[config.mk]
export PLATFORM = sky130hd
export DESIGN_NAME = qdt_trigger
export DESIGN_NICKNAME = d
export VERILOG_FILES = /design/src/rtl/qdt_pkg.sv /design/src/rtl/qdt_edge_sel.sv /design/src/rtl/qdt_trigger.sv
export VERILOG_INCLUDE_DIRS = /design/src /design/src/rtl
export SDC_FILE = /design/constraint.sdc
export NUM_CORES = 1
export LEC_CHECK = 0
export BUFFER_PORTS_ARGS = -buffer_cell sky130_fd_sc_hd__buf_2
export CORE_UTILIZATION = 40
export DETAILED_ROUTE_END_ITERATION = 16
export GPL_TIMING_DRIVEN = 1
export PLACE_DENSITY = 0.59
export SLEW_MARGIN = 10
export SYNTH_ARGS = -nofsm -noshare
export SYNTH_HDL_FRONTEND = slang
export SYNTH_SLANG_ARGS = --single-unit
[constraint.sdc]
create_clock -name clk_i -period 5.2 [get_ports clk_i]
set_input_delay 0.26 -clock clk_i [delete_from_list [all_inputs] [get_ports clk_i]]
set_output_delay 0.26 -clock clk_i [all_outputs]
set_load 0.05 [all_outputs]
[src/rtl/qdt_map.svh]
// Register map, field positions, reset values and timing counts of the trigger block.
// Assumes a 50 MHz clock; counts are derived from the printed times.
`ifndef QDT_MAP_SVH
`define QDT_MAP_SVH

// Word offsets on the Wishbone bus (byte addresses)
`define QDT_ADR_CTRL 8'h00
`define QDT_ADR_QTIME 8'h04
`define QDT_ADR_QEVS 8'h08
`define QDT_ADR_DTIME 8'h0C
`define QDT_ADR_STAT 8'h10

// Control register fields
`define QDT_CTRL_MODE 0
`define QDT_CTRL_BY_EDGE 2
`define QDT_CTRL_BELOW 3
`define QDT_CTRL_WAIT 4
`define QDT_CTRL_DNEG 6
`define QDT_CTRL_TSRC 8
`define QDT_CTRL_QSRC 12

// Status register fields
`define QDT_STAT_ARMED 0
`define QDT_STAT_DARMED 1
`define QDT_STAT_QLVL 2
`define QDT_STAT_FCNT 16

// Counter width and number of selectable sources
`define QDT_CNT_W 30
`define QDT_NSRC 6

// Clock rate, time limits and event count limits
`define QDT_CLK_MHZ 50
`define QDT_QT_MIN_NS 10
`define QDT_QT_MAX_S 20
`define QDT_DT_MIN_NS 25
`define QDT_DT_MAX_S 20
`define QDT_EVS_MIN 1
`define QDT_EVS_MAX 1000000000

// Least times round up, longest times round down, never under one cycle
`define QDT_NS2CYC_UP(ns) (((ns) * `QDT_CLK_MHZ + 999) / 1000)
`define QDT_QT_MIN_CYC `QDT_NS2CYC_UP(`QDT_QT_MIN_NS)
`define QDT_QT_MAX_CYC (`QDT_QT_MAX_S * `QDT_CLK_MHZ * 1000000)
`define QDT_DT_MIN_CYC `QDT_NS2CYC_UP(`QDT_DT_MIN_NS)
`define QDT_DT_MAX_CYC (`QDT_DT_MAX_S * `QDT_CLK_MHZ * 1000000)

`endif

[src/rtl/qdt_pkg.sv]
// Types shared by the trigger block: modes, wait options and state records.
// Assumes the map header for counter width.
`include "qdt_map.svh"
package qdt_pkg;

   // Trigger mode; code 3 is illegal and behaves as off
   typedef enum logic [1:0] {QDT_M_OFF, QDT_M_QUAL, QDT_M_DROP} qdt_mode_e;

   // Wait option of the qualified trigger
   typedef enum logic [1:0] {QDT_W_OFF, QDT_W_TLT, QDT_W_TGT, QDT_W_EVS} qdt_wait_e;

   typedef logic [`QDT_CNT_W-1:0] qdt_cnt_t;

   // Source selector state
   typedef struct packed {
      logic lvl;
      logic prev;
   } qdt_edge_s;

   // Whole state of the trigger core
   typedef struct packed {
      qdt_mode_e mode;
      logic by_edge;
      logic below;
      qdt_wait_e wmode;
      logic dneg;
      logic [2:0] tsrc;
      logic [2:0] qsrc;
      qdt_cnt_t tval;
      qdt_cnt_t evs;
      qdt_cnt_t dto;
      logic ack;
      logic [31:0] rdat;
      logic armed;
      qdt_cnt_t elapsed;
      qdt_cnt_t events;
      logic darmed;
      qdt_cnt_t dcnt;
      logic trig;
      logic [15:0] fcnt;
   } qdt_core_s;

endpackage

[src/rtl/qdt_edge_sel.sv]
// Source selector with edge detection for one comparator input.
// Assumes comparator outputs synchronous to clk_i.
`timescale 1ns/10ps
`include "qdt_map.svh"
module qdt_edge_sel (
   input wire logic clk_i,
   input wire logic rst_i,
   input wire logic [`QDT_NSRC-1:0] comp_i,
   input wire logic [2:0] sel_i,
   output logic lvl_o,
   output logic rise_o,
   output logic fall_o
);
   qdt_pkg::qdt_edge_s s;
   qdt_pkg::qdt_edge_s next_s;

   // Pick one of the four channels or the two external inputs
   always_comb begin
      next_s.prev = s.lvl;
      next_s.lvl = (sel_i < 3'h6) ? comp_i[sel_i] : 1'b0;
   end

   // Register level and its previous value
   always_ff @(posedge clk_i) begin
      if (rst_i) begin
         s <= '0;
      end else begin
         s <= next_s;
      end
   end

   // Edges seen in the same cycle as the sampled level
   assign lvl_o = s.lvl;
   assign rise_o = s.lvl & ~s.prev;
   assign fall_o = ~s.lvl & s.prev;
endmodule

[src/rtl/qdt_trigger.sv]
// Qualified and dropout trigger core with its Wishbone register slave.
// Assumes comparator outputs synchronous to clk_i and a classic Wishbone master.
//
// The implementer's own choices: the Wishbone slave port and the register addresses.
`timescale 1ns/10ps
`include "qdt_map.svh"
// How it works
// - State mode: trigger only while qualifier valid
// - State mode: invalid qualifier clears both counters
// - Edge mode: one crossing validates, no holding
// - Edge mode: each validating crossing restarts both counters
// - Wait off: first event after validation fires
// - T< wait: accept only before limit
// - T> wait: reject until delay, then fire
// - Evs wait: skip count events, fire next
// - Qualify time spans 10 ns to 20 s
// - Event count spans one to one billion
// - Control bit picks above or below threshold
// - Trigger, qualifier sources each pick six inputs
// - Dropout fires when no selected edge timeout
// - Dropout fires at expiry; edges restart it
// - Dropout bit picks positive or negative slope
// - Dropout timeout spans 25 ns to 20 s
module qdt_trigger #(
   parameter int unsigned QT_MAX_CYC = `QDT_QT_MAX_CYC,
   parameter int unsigned DT_MAX_CYC = `QDT_DT_MAX_CYC,
   parameter int unsigned EVS_MAX = `QDT_EVS_MAX
) (
   input wire logic clk_i,
   input wire logic rst_i,
   input wire logic cyc_i,
   input wire logic stb_i,
   input wire logic we_i,
   input wire logic [7:0] adr_i,
   input wire logic [3:0] sel_i,
   input wire logic [31:0] dat_i,
   output logic [31:0] dat_o,
   output logic ack_o,
   input wire logic [`QDT_NSRC-1:0] comp_i,
   output logic trig_o
);
   localparam int unsigned QT_MIN = `QDT_QT_MIN_CYC;
   localparam int unsigned DT_MIN = `QDT_DT_MIN_CYC;
   localparam int unsigned EV_MIN = `QDT_EVS_MIN;

   qdt_pkg::qdt_core_s s;
   qdt_pkg::qdt_core_s next_s;
   logic t_rise;
   logic t_fall;
   logic q_raw;
   logic q_rise;
   logic q_fall;
   logic q_lvl;
   logic val_ev;
   logic trig_ev;
   logic d_ev;
   logic bus_req;
   logic [31:0] wd;
   logic [31:0] ctrl_rd;
   logic [31:0] stat_rd;
   logic q_hold;

   // Limit a written value to the supported range
   function automatic qdt_pkg::qdt_cnt_t clamp(input logic [31:0] v, input int unsigned lo,
                                               input int unsigned hi);
      if (v < lo) begin
         return lo[`QDT_CNT_W-1:0];
      end else if (v > hi) begin
         return hi[`QDT_CNT_W-1:0];
      end
      return v[`QDT_CNT_W-1:0];
   endfunction

   // Merge write data into the old word by byte lane
   function automatic logic [31:0] merge(input logic [31:0] old, input logic [31:0] d,
                                         input logic [3:0] sel);
      logic [31:0] r;
      r = old;
      for (int i = 0; i < 4; i++) begin
         if (sel[i]) begin
            r[i*8 +: 8] = d[i*8 +: 8];
         end
      end
      return r;
   endfunction

   // Trigger source selector, also the dropout source
   qdt_edge_sel u_tsel (
      .clk_i(clk_i),
      .rst_i(rst_i),
      .comp_i(comp_i),
      .sel_i(s.tsrc),
      .lvl_o(),
      .rise_o(t_rise),
      .fall_o(t_fall)
   );

   // Qualifier source selector
   qdt_edge_sel u_qsel (
      .clk_i(clk_i),
      .rst_i(rst_i),
      .comp_i(comp_i),
      .sel_i(s.qsrc),
      .lvl_o(q_raw),
      .rise_o(q_rise),
      .fall_o(q_fall)
   );

   // Qualifier side, validation event, trigger and dropout edges
   assign q_lvl = q_raw ^ s.below;
   assign val_ev = s.below ? q_fall : q_rise;
   assign trig_ev = t_rise;
   assign d_ev = s.dneg ? t_fall : t_rise;
   assign bus_req = cyc_i & stb_i & ~s.ack;
   assign q_hold = (s.mode == qdt_pkg::QDT_M_QUAL) & (s.by_edge | q_lvl) & ~val_ev;

   // Readable words of control and status
   always_comb begin
      ctrl_rd = '0;
      ctrl_rd[`QDT_CTRL_MODE +: 2] = s.mode;
      ctrl_rd[`QDT_CTRL_BY_EDGE] = s.by_edge;
      ctrl_rd[`QDT_CTRL_BELOW] = s.below;
      ctrl_rd[`QDT_CTRL_WAIT +: 2] = s.wmode;
      ctrl_rd[`QDT_CTRL_DNEG] = s.dneg;
      ctrl_rd[`QDT_CTRL_TSRC +: 3] = s.tsrc;
      ctrl_rd[`QDT_CTRL_QSRC +: 3] = s.qsrc;
      stat_rd = '0;
      stat_rd[`QDT_STAT_ARMED] = s.armed;
      stat_rd[`QDT_STAT_DARMED] = s.darmed;
      stat_rd[`QDT_STAT_QLVL] = q_lvl;
      stat_rd[`QDT_STAT_FCNT +: 16] = s.fcnt;
   end

   // Next state: bus slave, qualified sequence, dropout timer
   always_comb begin
      next_s = s;
      next_s.trig = 1'b0;
      next_s.ack = bus_req;
      wd = '0;
      if (bus_req) begin
         unique case (adr_i)
            `QDT_ADR_CTRL: begin
               next_s.rdat = ctrl_rd;
               wd = merge(ctrl_rd, dat_i, sel_i);
            end
            `QDT_ADR_QTIME: begin
               next_s.rdat = {2'h0, s.tval};
               wd = merge({2'h0, s.tval}, dat_i, sel_i);
            end
            `QDT_ADR_QEVS: begin
               next_s.rdat = {2'h0, s.evs};
               wd = merge({2'h0, s.evs}, dat_i, sel_i);
            end
            `QDT_ADR_DTIME: begin
               next_s.rdat = {2'h0, s.dto};
               wd = merge({2'h0, s.dto}, dat_i, sel_i);
            end
            `QDT_ADR_STAT: next_s.rdat = stat_rd;
            default: next_s.rdat = '0;
         endcase
         if (we_i) begin
            unique case (adr_i)
               `QDT_ADR_CTRL: begin
                  next_s.mode = qdt_pkg::qdt_mode_e'(wd[`QDT_CTRL_MODE +: 2]);
                  next_s.by_edge = wd[`QDT_CTRL_BY_EDGE];
                  next_s.below = wd[`QDT_CTRL_BELOW];
                  next_s.wmode = qdt_pkg::qdt_wait_e'(wd[`QDT_CTRL_WAIT +: 2]);
                  next_s.dneg = wd[`QDT_CTRL_DNEG];
                  next_s.tsrc = wd[`QDT_CTRL_TSRC +: 3];
                  next_s.qsrc = wd[`QDT_CTRL_QSRC +: 3];
               end
               `QDT_ADR_QTIME: next_s.tval = clamp(wd, QT_MIN, QT_MAX_CYC);
               `QDT_ADR_QEVS: next_s.evs = clamp(wd, EV_MIN, EVS_MAX);
               `QDT_ADR_DTIME: next_s.dto = clamp(wd, DT_MIN, DT_MAX_CYC);
               default: ;
            endcase
         end
      end

      // Qualified trigger sequence
      if (s.mode != qdt_pkg::QDT_M_QUAL) begin
         next_s.armed = 1'b0;
      end else if (!s.by_edge && !q_lvl) begin
         next_s.armed = 1'b0;
         next_s.elapsed = '0;
         next_s.events = '0;
      end else if (val_ev) begin
         next_s.armed = 1'b1;
         next_s.elapsed = '0;
         next_s.events = '0;
      end else if (s.armed) begin
         if (s.elapsed != '1) begin
            next_s.elapsed = s.elapsed + 1'b1;
         end
         unique case (s.wmode)
            qdt_pkg::QDT_W_OFF: begin
               if (trig_ev) begin
                  next_s.trig = 1'b1;
               end
            end
            qdt_pkg::QDT_W_TLT: begin
               if (s.elapsed >= s.tval) begin
                  next_s.armed = 1'b0;
               end else if (trig_ev) begin
                  next_s.trig = 1'b1;
               end
            end
            qdt_pkg::QDT_W_TGT: begin
               if (trig_ev && s.elapsed >= s.tval) begin
                  next_s.trig = 1'b1;
               end
            end
            qdt_pkg::QDT_W_EVS: begin
               if (trig_ev && s.events >= s.evs) begin
                  next_s.trig = 1'b1;
               end else if (trig_ev) begin
                  next_s.events = s.events + 1'b1;
               end
            end
         endcase
         if (next_s.trig) begin
            next_s.armed = 1'b0;
         end
      end

      // Dropout timer, restarted by each selected edge
      if (s.mode != qdt_pkg::QDT_M_DROP) begin
         next_s.darmed = 1'b0;
         next_s.dcnt = '0;
      end else if (d_ev) begin
         next_s.darmed = 1'b1;
         next_s.dcnt = '0;
      end else if (s.darmed) begin
         if (s.dcnt + 1'b1 >= s.dto) begin
            next_s.trig = 1'b1;
            next_s.darmed = 1'b0;
         end else begin
            next_s.dcnt = s.dcnt + 1'b1;
         end
      end

      if (next_s.trig) begin
         next_s.fcnt = s.fcnt + 16'h0001;
      end
   end

   // State register with reset values
   always_ff @(posedge clk_i) begin
      if (rst_i) begin
         s <= '0;
         s.tval <= QT_MIN[`QDT_CNT_W-1:0];
         s.evs <= EV_MIN[`QDT_CNT_W-1:0];
         s.dto <= DT_MIN[`QDT_CNT_W-1:0];
      end else begin
         s <= next_s;
      end
   end

   // Bus answer and trigger output
   assign dat_o = s.rdat;
   assign ack_o = s.ack;
   assign trig_o = s.trig;
endmodule

---- Yosys cells after proc, flatten, opt, wreduce, memory -nomap -nowiden ----
Cells that the tools add are included.
word-level totals
  logic and storage cells ................. 160
  memories ................................ 0
  latch bits .............................. 0
  ROM bits ................................ 0
  register bits ........................... 249
  bits in writable memories ............... 0
  output and inout port bits .............. 34
operators by class
  muxes and demuxes ....................... 73
  eq/ne operators ......................... 11
  multiply operators ...................... 0
  shift-type cells ........................ 0
  reductions and logical operators ........ 23
  order comparisons ....................... 10
  div/mod/pow operators ................... 0
  $add $sub $neg .......................... 4
  bitwise gates (word level) .............. 16
operators with widths
  cell                                                              count
  two-way mux 30 bit                                                11
  one-hot mux 32 bit (5 select lines)                               1
  two-way mux 8 bit                                                 16
  one-hot mux 32 bit (4 select lines)                               1
  two-way mux 61 bit                                                2
  adder 30 x 1 -> 30 bit (second input constant)                    3
  greater-or-equal comparator 30 bit                                3
  two-way mux 32 bit                                                2
  two-way mux 60 bit                                                1
  two-way mux 1 bit                                                 35
  greater-than comparator 32 x 30 -> 1 bit (second input constant)  1
  < comparator 32 x 1 -> 1 bit (second input constant)              1
  < comparator 32 x 2 -> 1 bit (second input constant)              1
  two-way mux 31 bit                                                1
  != test 30 bit (second input constant)                            1
  adder 16 x 1 -> 16 bit (second input constant)                    1
  equality test 8 x 4 -> 1 bit (second input constant)              2
  AND reduction 3 bit                                               5
  nonzero test 3 bit                                                4
  NOT 1 bit                                                         9
  equality test 8 x 3 -> 1 bit (second input constant)              1
  equality test 8 x 5 -> 1 bit (second input constant)              1
  zero test 8 bit                                                   1
  < comparator 3 x 4 -> 1 bit (second input constant)               2
  other kinds (17)                                                  31

---- Depth between registers and ports, before layout ----
  word-level depth ........................ 17
  gate-level depth with buffers ........... 20
  depth with buffers taken out ............ 18

---- Modules after synthesis ----
A second synthesis with hierarchy kept.
second synthesis, totals
  cell total of the unflattened synthesis .. 1842
  area total of the unflattened synthesis .. 15083.2 µm²
modules (own cells, without submodules)
  module        cells each  area an instance (µm²)  times used  seq. area each (µm²)
  qdt_trigger   1822        14858.0                 1           4904.7
  qdt_edge_sel  10          112.6                   2           40.0

---- Worst setup path after synthesis ----
Ideal clock, no wire load.
  path kind ............................... flip-flop to flip-flop
  from .................................... reg s[27] (netlist bit)
  to ...................................... reg s[9] (netlist bit)
  slack ................................... 0.719 ns
  data required time ...................... 5.130 ns
  stages on the path, launching flop included .. 19
  path buffers ............................ 1
  data arrival time ....................... 4.411 ns
  cells stage by stage .................... dfxtp_1 nand4_1 or4_1 nor4_1 and3_1 nand3_1 nor3_1 xor2_1 ha_1 nand2_1 nor3_1 and3_1 o2111ai_1 o211ai_1 o2111ai_1 o311a_1 clkbuf_1 or4b_2 a21oi_1
between the ends
  word-level cells in the longest chain between the ends .. 6
RTL lines
  element                             RTL line            RTL
  from (decl)                         qdt_trigger.sv:46   qdt_pkg::qdt_core_s s;
  from (signal assigned)              qdt_trigger.sv:255  s <= next_s;
  adder 30 x 1 -> 30 bit              qdt_trigger.sv:234  if (s.dcnt + 1'b1 >= s.dto) begin
  greater-or-equal comparator 30 bit  qdt_trigger.sv:234
  two-way mux 1 bit                   qdt_trigger.sv:234
  two-way mux 32 bit                  qdt_trigger.sv:233  end else if (s.darmed) begin
  two-way mux 1 bit                   qdt_trigger.sv:230  end else if (d_ev) begin
  two-way mux 1 bit                   qdt_trigger.sv:227  if (s.mode != qdt_pkg::QDT_M_DROP) begin
No other way between the ends.
A chain may end at the register's enable or synchronous reset.

---- Worst setup path in the final report ----
  from .................................... reg s[26] (netlist bit)
  to ...................................... reg s[10] (netlist bit)
The elaborated chain is that of the path after synthesis.

==> flow_summary.json <==
{
  "io_pins": 89,
  "nets": 1911,
  "clk_latency_ns": 0.58,
  "worstPathArrival_ns": 5.36,
  "synth_flop_cell": "dfxtp_1",
  "syn_to_final_growth_pct": 12.6,
  "finalSetupViolations": 0,
  "ys_seq_area_frac": 0.349,
  "status": "completed",
  "synthSimpleGateAreaFrac": 0.220,
  "grt_pass1_vias": 11900,
  "synth_seq_cells": 249,
  "drc": 0,
  "synthCells": 1733,
  "fp-row-count": 68,
  "finalCritPeriodShare": 0.934,
  "globalRouteOverflowTotal": 0,
  "synth_adder_area_share": 0.0823,
  "cp-end-kind": "flop",
  "die_area_mm2": 0.0365,
  "min_from": "adr_i[4]",
  "place.port_buffers": 88,
  "synthArstFlopShare": 0,
  "yosysWarnings": 0,
  "power_frac_seq": 0.424,
  "grt_pass1_wl_um": 67400,
  "dpl.hpwl_um": 33000,
  "critPathKind": "reg2reg",
  "crit_fanout": 14,
  "cts_root_buffer": "clkbuf_16",
  "min_period_ns": 4.85,
  "rrSetupSlack_ns": 0.35,
  "dp.cells": 2185,
  "holdWs_ns": 0.117,
  "firstDrtPassIters": 5,
  "avgViaCountPerCell": 5.60,
  "antenna_found_initial": 1,
  "synth_edf_count": 0,
  "min_delay_worst_endpoint": "dat_o[11]",
  "cts_sinks": 249,
  "clockPowerShare": 0.531,
  "cp_slowest_cell": "or4_1",
  "cts.clk_slew.worst_paths_ns": 0.07,
  "slew_headroom": 0.264,
  "switchingPower_mw": 1.03,
  "r2r-start": "s[26]",
  "slowest_delay_ns": 0.66,
  "stdcell_area_mm2": 0.0161,
  "synth_fp_nets": 1882,
  "final_cells": 2240,
  "cts_tree": "done",
  "synth_xor_area_frac": 0.0680,
  "fmax_mhz": 206,
  "fp.dieW_um": 191,
  "final_layout_size_suffix_gt1_frac": 0.129,
  "crit_path_cell_trace": "nand4_1, or4_1, nor4_2, and3_1, nand3_1, nor2_1, xor2_1, ha_1, nand4_1, nor3_2, and3_1, o2111ai_1, o211ai_1, o2111ai_1, o311a_4, buf_4, or4_1, a21oi_1",
  "pwr_density_cell_mw_per_mm2": 282,
  "cts-buffers-inserted": 29,
  "worstPathRequired_ns": 5.71,
  "hold_class": "in2reg",
  "synth.area.mux_share": 0.0522,
  "yosysUniqueCellTypes": 73,
  "holdBufCountCts": 0,
  "antenna_left": 0,
  "gr-usage-all-layers": 0.238,
  "h-tree-depth": 1,
  "routed_wl_um": 43400,
  "synth_top_family_by_area": "simple AND/OR/NAND/NOR gates",
  "fin_skew_ns": 0.0259,
  "combPwrFrac": 0.045,
  "maxCapViolCount": 0,
  "switching_share": 0.227,
  "tightestPinTransition_ns": 1.10,
  "wl_per_cell_um": 19.4,
  "fp.dieH_um": 191,
  "holdPathStages": 4,
  "syn_area_per_cell_um2": 8.25,
  "placed_area_mm2": 0.0149,
  "finalPower_mw": 4.54,
  "r2r-end": "s[10]",
  "drv_slew": 0,
  "leakage_nw": 6.09,
  "grt_max_degree": 61,
  "cts_buffer_depth": 3,
  "synth_compound_area_frac": 0.158,
  "worstRegToRegCells": 18,
  "drt_iter0_drc": 749,
  "synth.cell_area_mm2": 0.0143,
  "initial_utilization": 0.410,
  "vias": 12500,
  "worst_setup_path_start_kind": "flop",
  "place.gp.congestion": 0.868,
  "core_area_mm2": 0.0349,
  "n_antenna_cell": 0,
  "final-hold-violation-count": 0,
  "p_int_mw": 3.50,
  "vdd_drop_max_mv": 0.379
}
-- layout make-up --
type,count,area [um2]
flip-flops and latches,249,4980
fillers,3459,18800
clock buffers,34,785
repair buffers,112,623
well taps,455,569
multi-input cells,1256,8360
inverters,114,428
clock inverters,20,344
-- critical path, delay by kind of cell, from the launching register on --
kind	cells	cell delay [ns]
compound gates	5	0.93
xor+xnor	1	0.10
fa+ha+maj	1	0.31
buf+inv	1	0.19
flops	1	0.41
simple gates	10	2.84
-- worst max path at each step --
| stage | start | end | slack (ns) | cells after the start |
|---|---|---|---|---|
| finish | s[26] | s[10] | 0.35 | 18 |
| global route | s[27] | s[10] | -0.02 | 18 |
| CTS | s[26] | s[10] | 0.21 | 18 |
| detailed placement | s[26] | s[10] | 0.25 | 18 |
| global placement | s[26] | s[8] | 0.41 | 18 |
| floorplan | s[27] | s[9] | 0.72 | 18 |
-- what timing repair did --
action | 4_1_cts | 5_1_grt
gates resized for setup | 0 | 4
buffers inserted | 0 | 1
setup endpoints to repair | 0 | 14
-- cells in the mapped netlist (all sizes together) (5+ instances only) --
library cell  number  area share
dfxtp            249        0.35
nor2             210       0.056
nand2            170       0.045
inv              114       0.030
ha                94       0.082
a21oi             89       0.032
o21ai             71       0.025
xor2              69       0.042
clkbuf            63       0.017
nand3             60       0.021
buf               51       0.024
nor3              48       0.017
xnor2             42       0.026
a22o              36       0.022
nand4             35       0.015
a211oi            34       0.018
nand2b            26       0.011
and3              25       0.011
mux2              20       0.016
a21o              18      0.0095
a221oi            17       0.010
nor2b             17      0.0074
or3               17      0.0074
mux2i             16       0.011
mux4              16       0.025
o211ai            14      0.0074
nor4              13      0.0061
and2               8      0.0035
and4               8      0.0049
o31ai              8      0.0042
or2                8      0.0035
or4                7      0.0037
a22oi              6      0.0032
a32o               5      0.0035
-- cell families (layout without fill, tap and decap cells) --
| logic type | count (synthesis) | count (layout) |
|---|---|---|
| and+or+nand+nor | 663 | 663 |
| muxes | 52 | 52 |
| buffers and inverters | 228 | 280 |
| DFF | 249 | 249 |
| AOI/OAI and AO/OA | 336 | 336 |
| adders and majority gates | 94 | 94 |
| xor gates and xnor gates | 111 | 111 |
-- layout by cell type, fill, tap and decap left out, types with 11 or more instances in the layout --
cell and instances:
a221oi_1 17, mux2_2 20, o211ai_1 14, a22o_1 36
nand3_1 60, a21o_1 18, nor2_1 206, nand2b_1 26
mux2i_1 16, nor4_1 11, xnor2_1 42, o21ai_0 66
dfxtp_1 249, or3_1 17, xor2_1 69, buf_4 25
a211oi_1 34, clkbuf_16 29, mux4_2 16, nor3_1 44
buf_2 87, nand4_1 35, and3_1 24, nor2b_1 16
nand2_1 170, ha_1 94, inv_1 113, a21oi_1 87
-- per-stage QoR --
step | setup TNS, ns | worst slack [ns] | utilization
after floorplan | 0 | 0.719 | -
after global placement | 0 | 0.405 | 0.428
after detailed placement | 0 | 0.250 | 0.428
after CTS | 0 | 0.207 | 0.460
after global routing | -0.0377 | -0.0160 | 0.461
final | 0 | 0.346 | 0.461
-- power groups by stage --
stage | Combinational [mW] | Clock, mW | Sequential (mW)
2_1_floorplan | 0.144 | 0 | 1.96
3_3_place_gp | 0.200 | 0 | 1.97
3_5_place_dp | 0.201 | 0 | 1.97
4_1_cts | 0.201 | 2.45 | 1.92
5_1_grt | 0.218 | 2.52 | 1.92
6_report | 0.203 | 2.41 | 1.92
-- metal layers --
layer / track usage / share of wire
met1: 0.312 / 0.44
met5: 0 / 0.00030
met2: 0.381 / 0.46
met4: 0.0705 / 0.026
met3: 0.0615 / 0.071
-- state kept, by name, indices dropped and copies added (netlist names) --
register,cells
s,198
dat_o,32
ctrl_rd,13
ack_o,1
trig_o,1
u_qsel.lvl_o,1
u_qsel.s,1
u_tsel.lvl_o,1
u_tsel.s,1
Power figures use the tool's default switching activity.
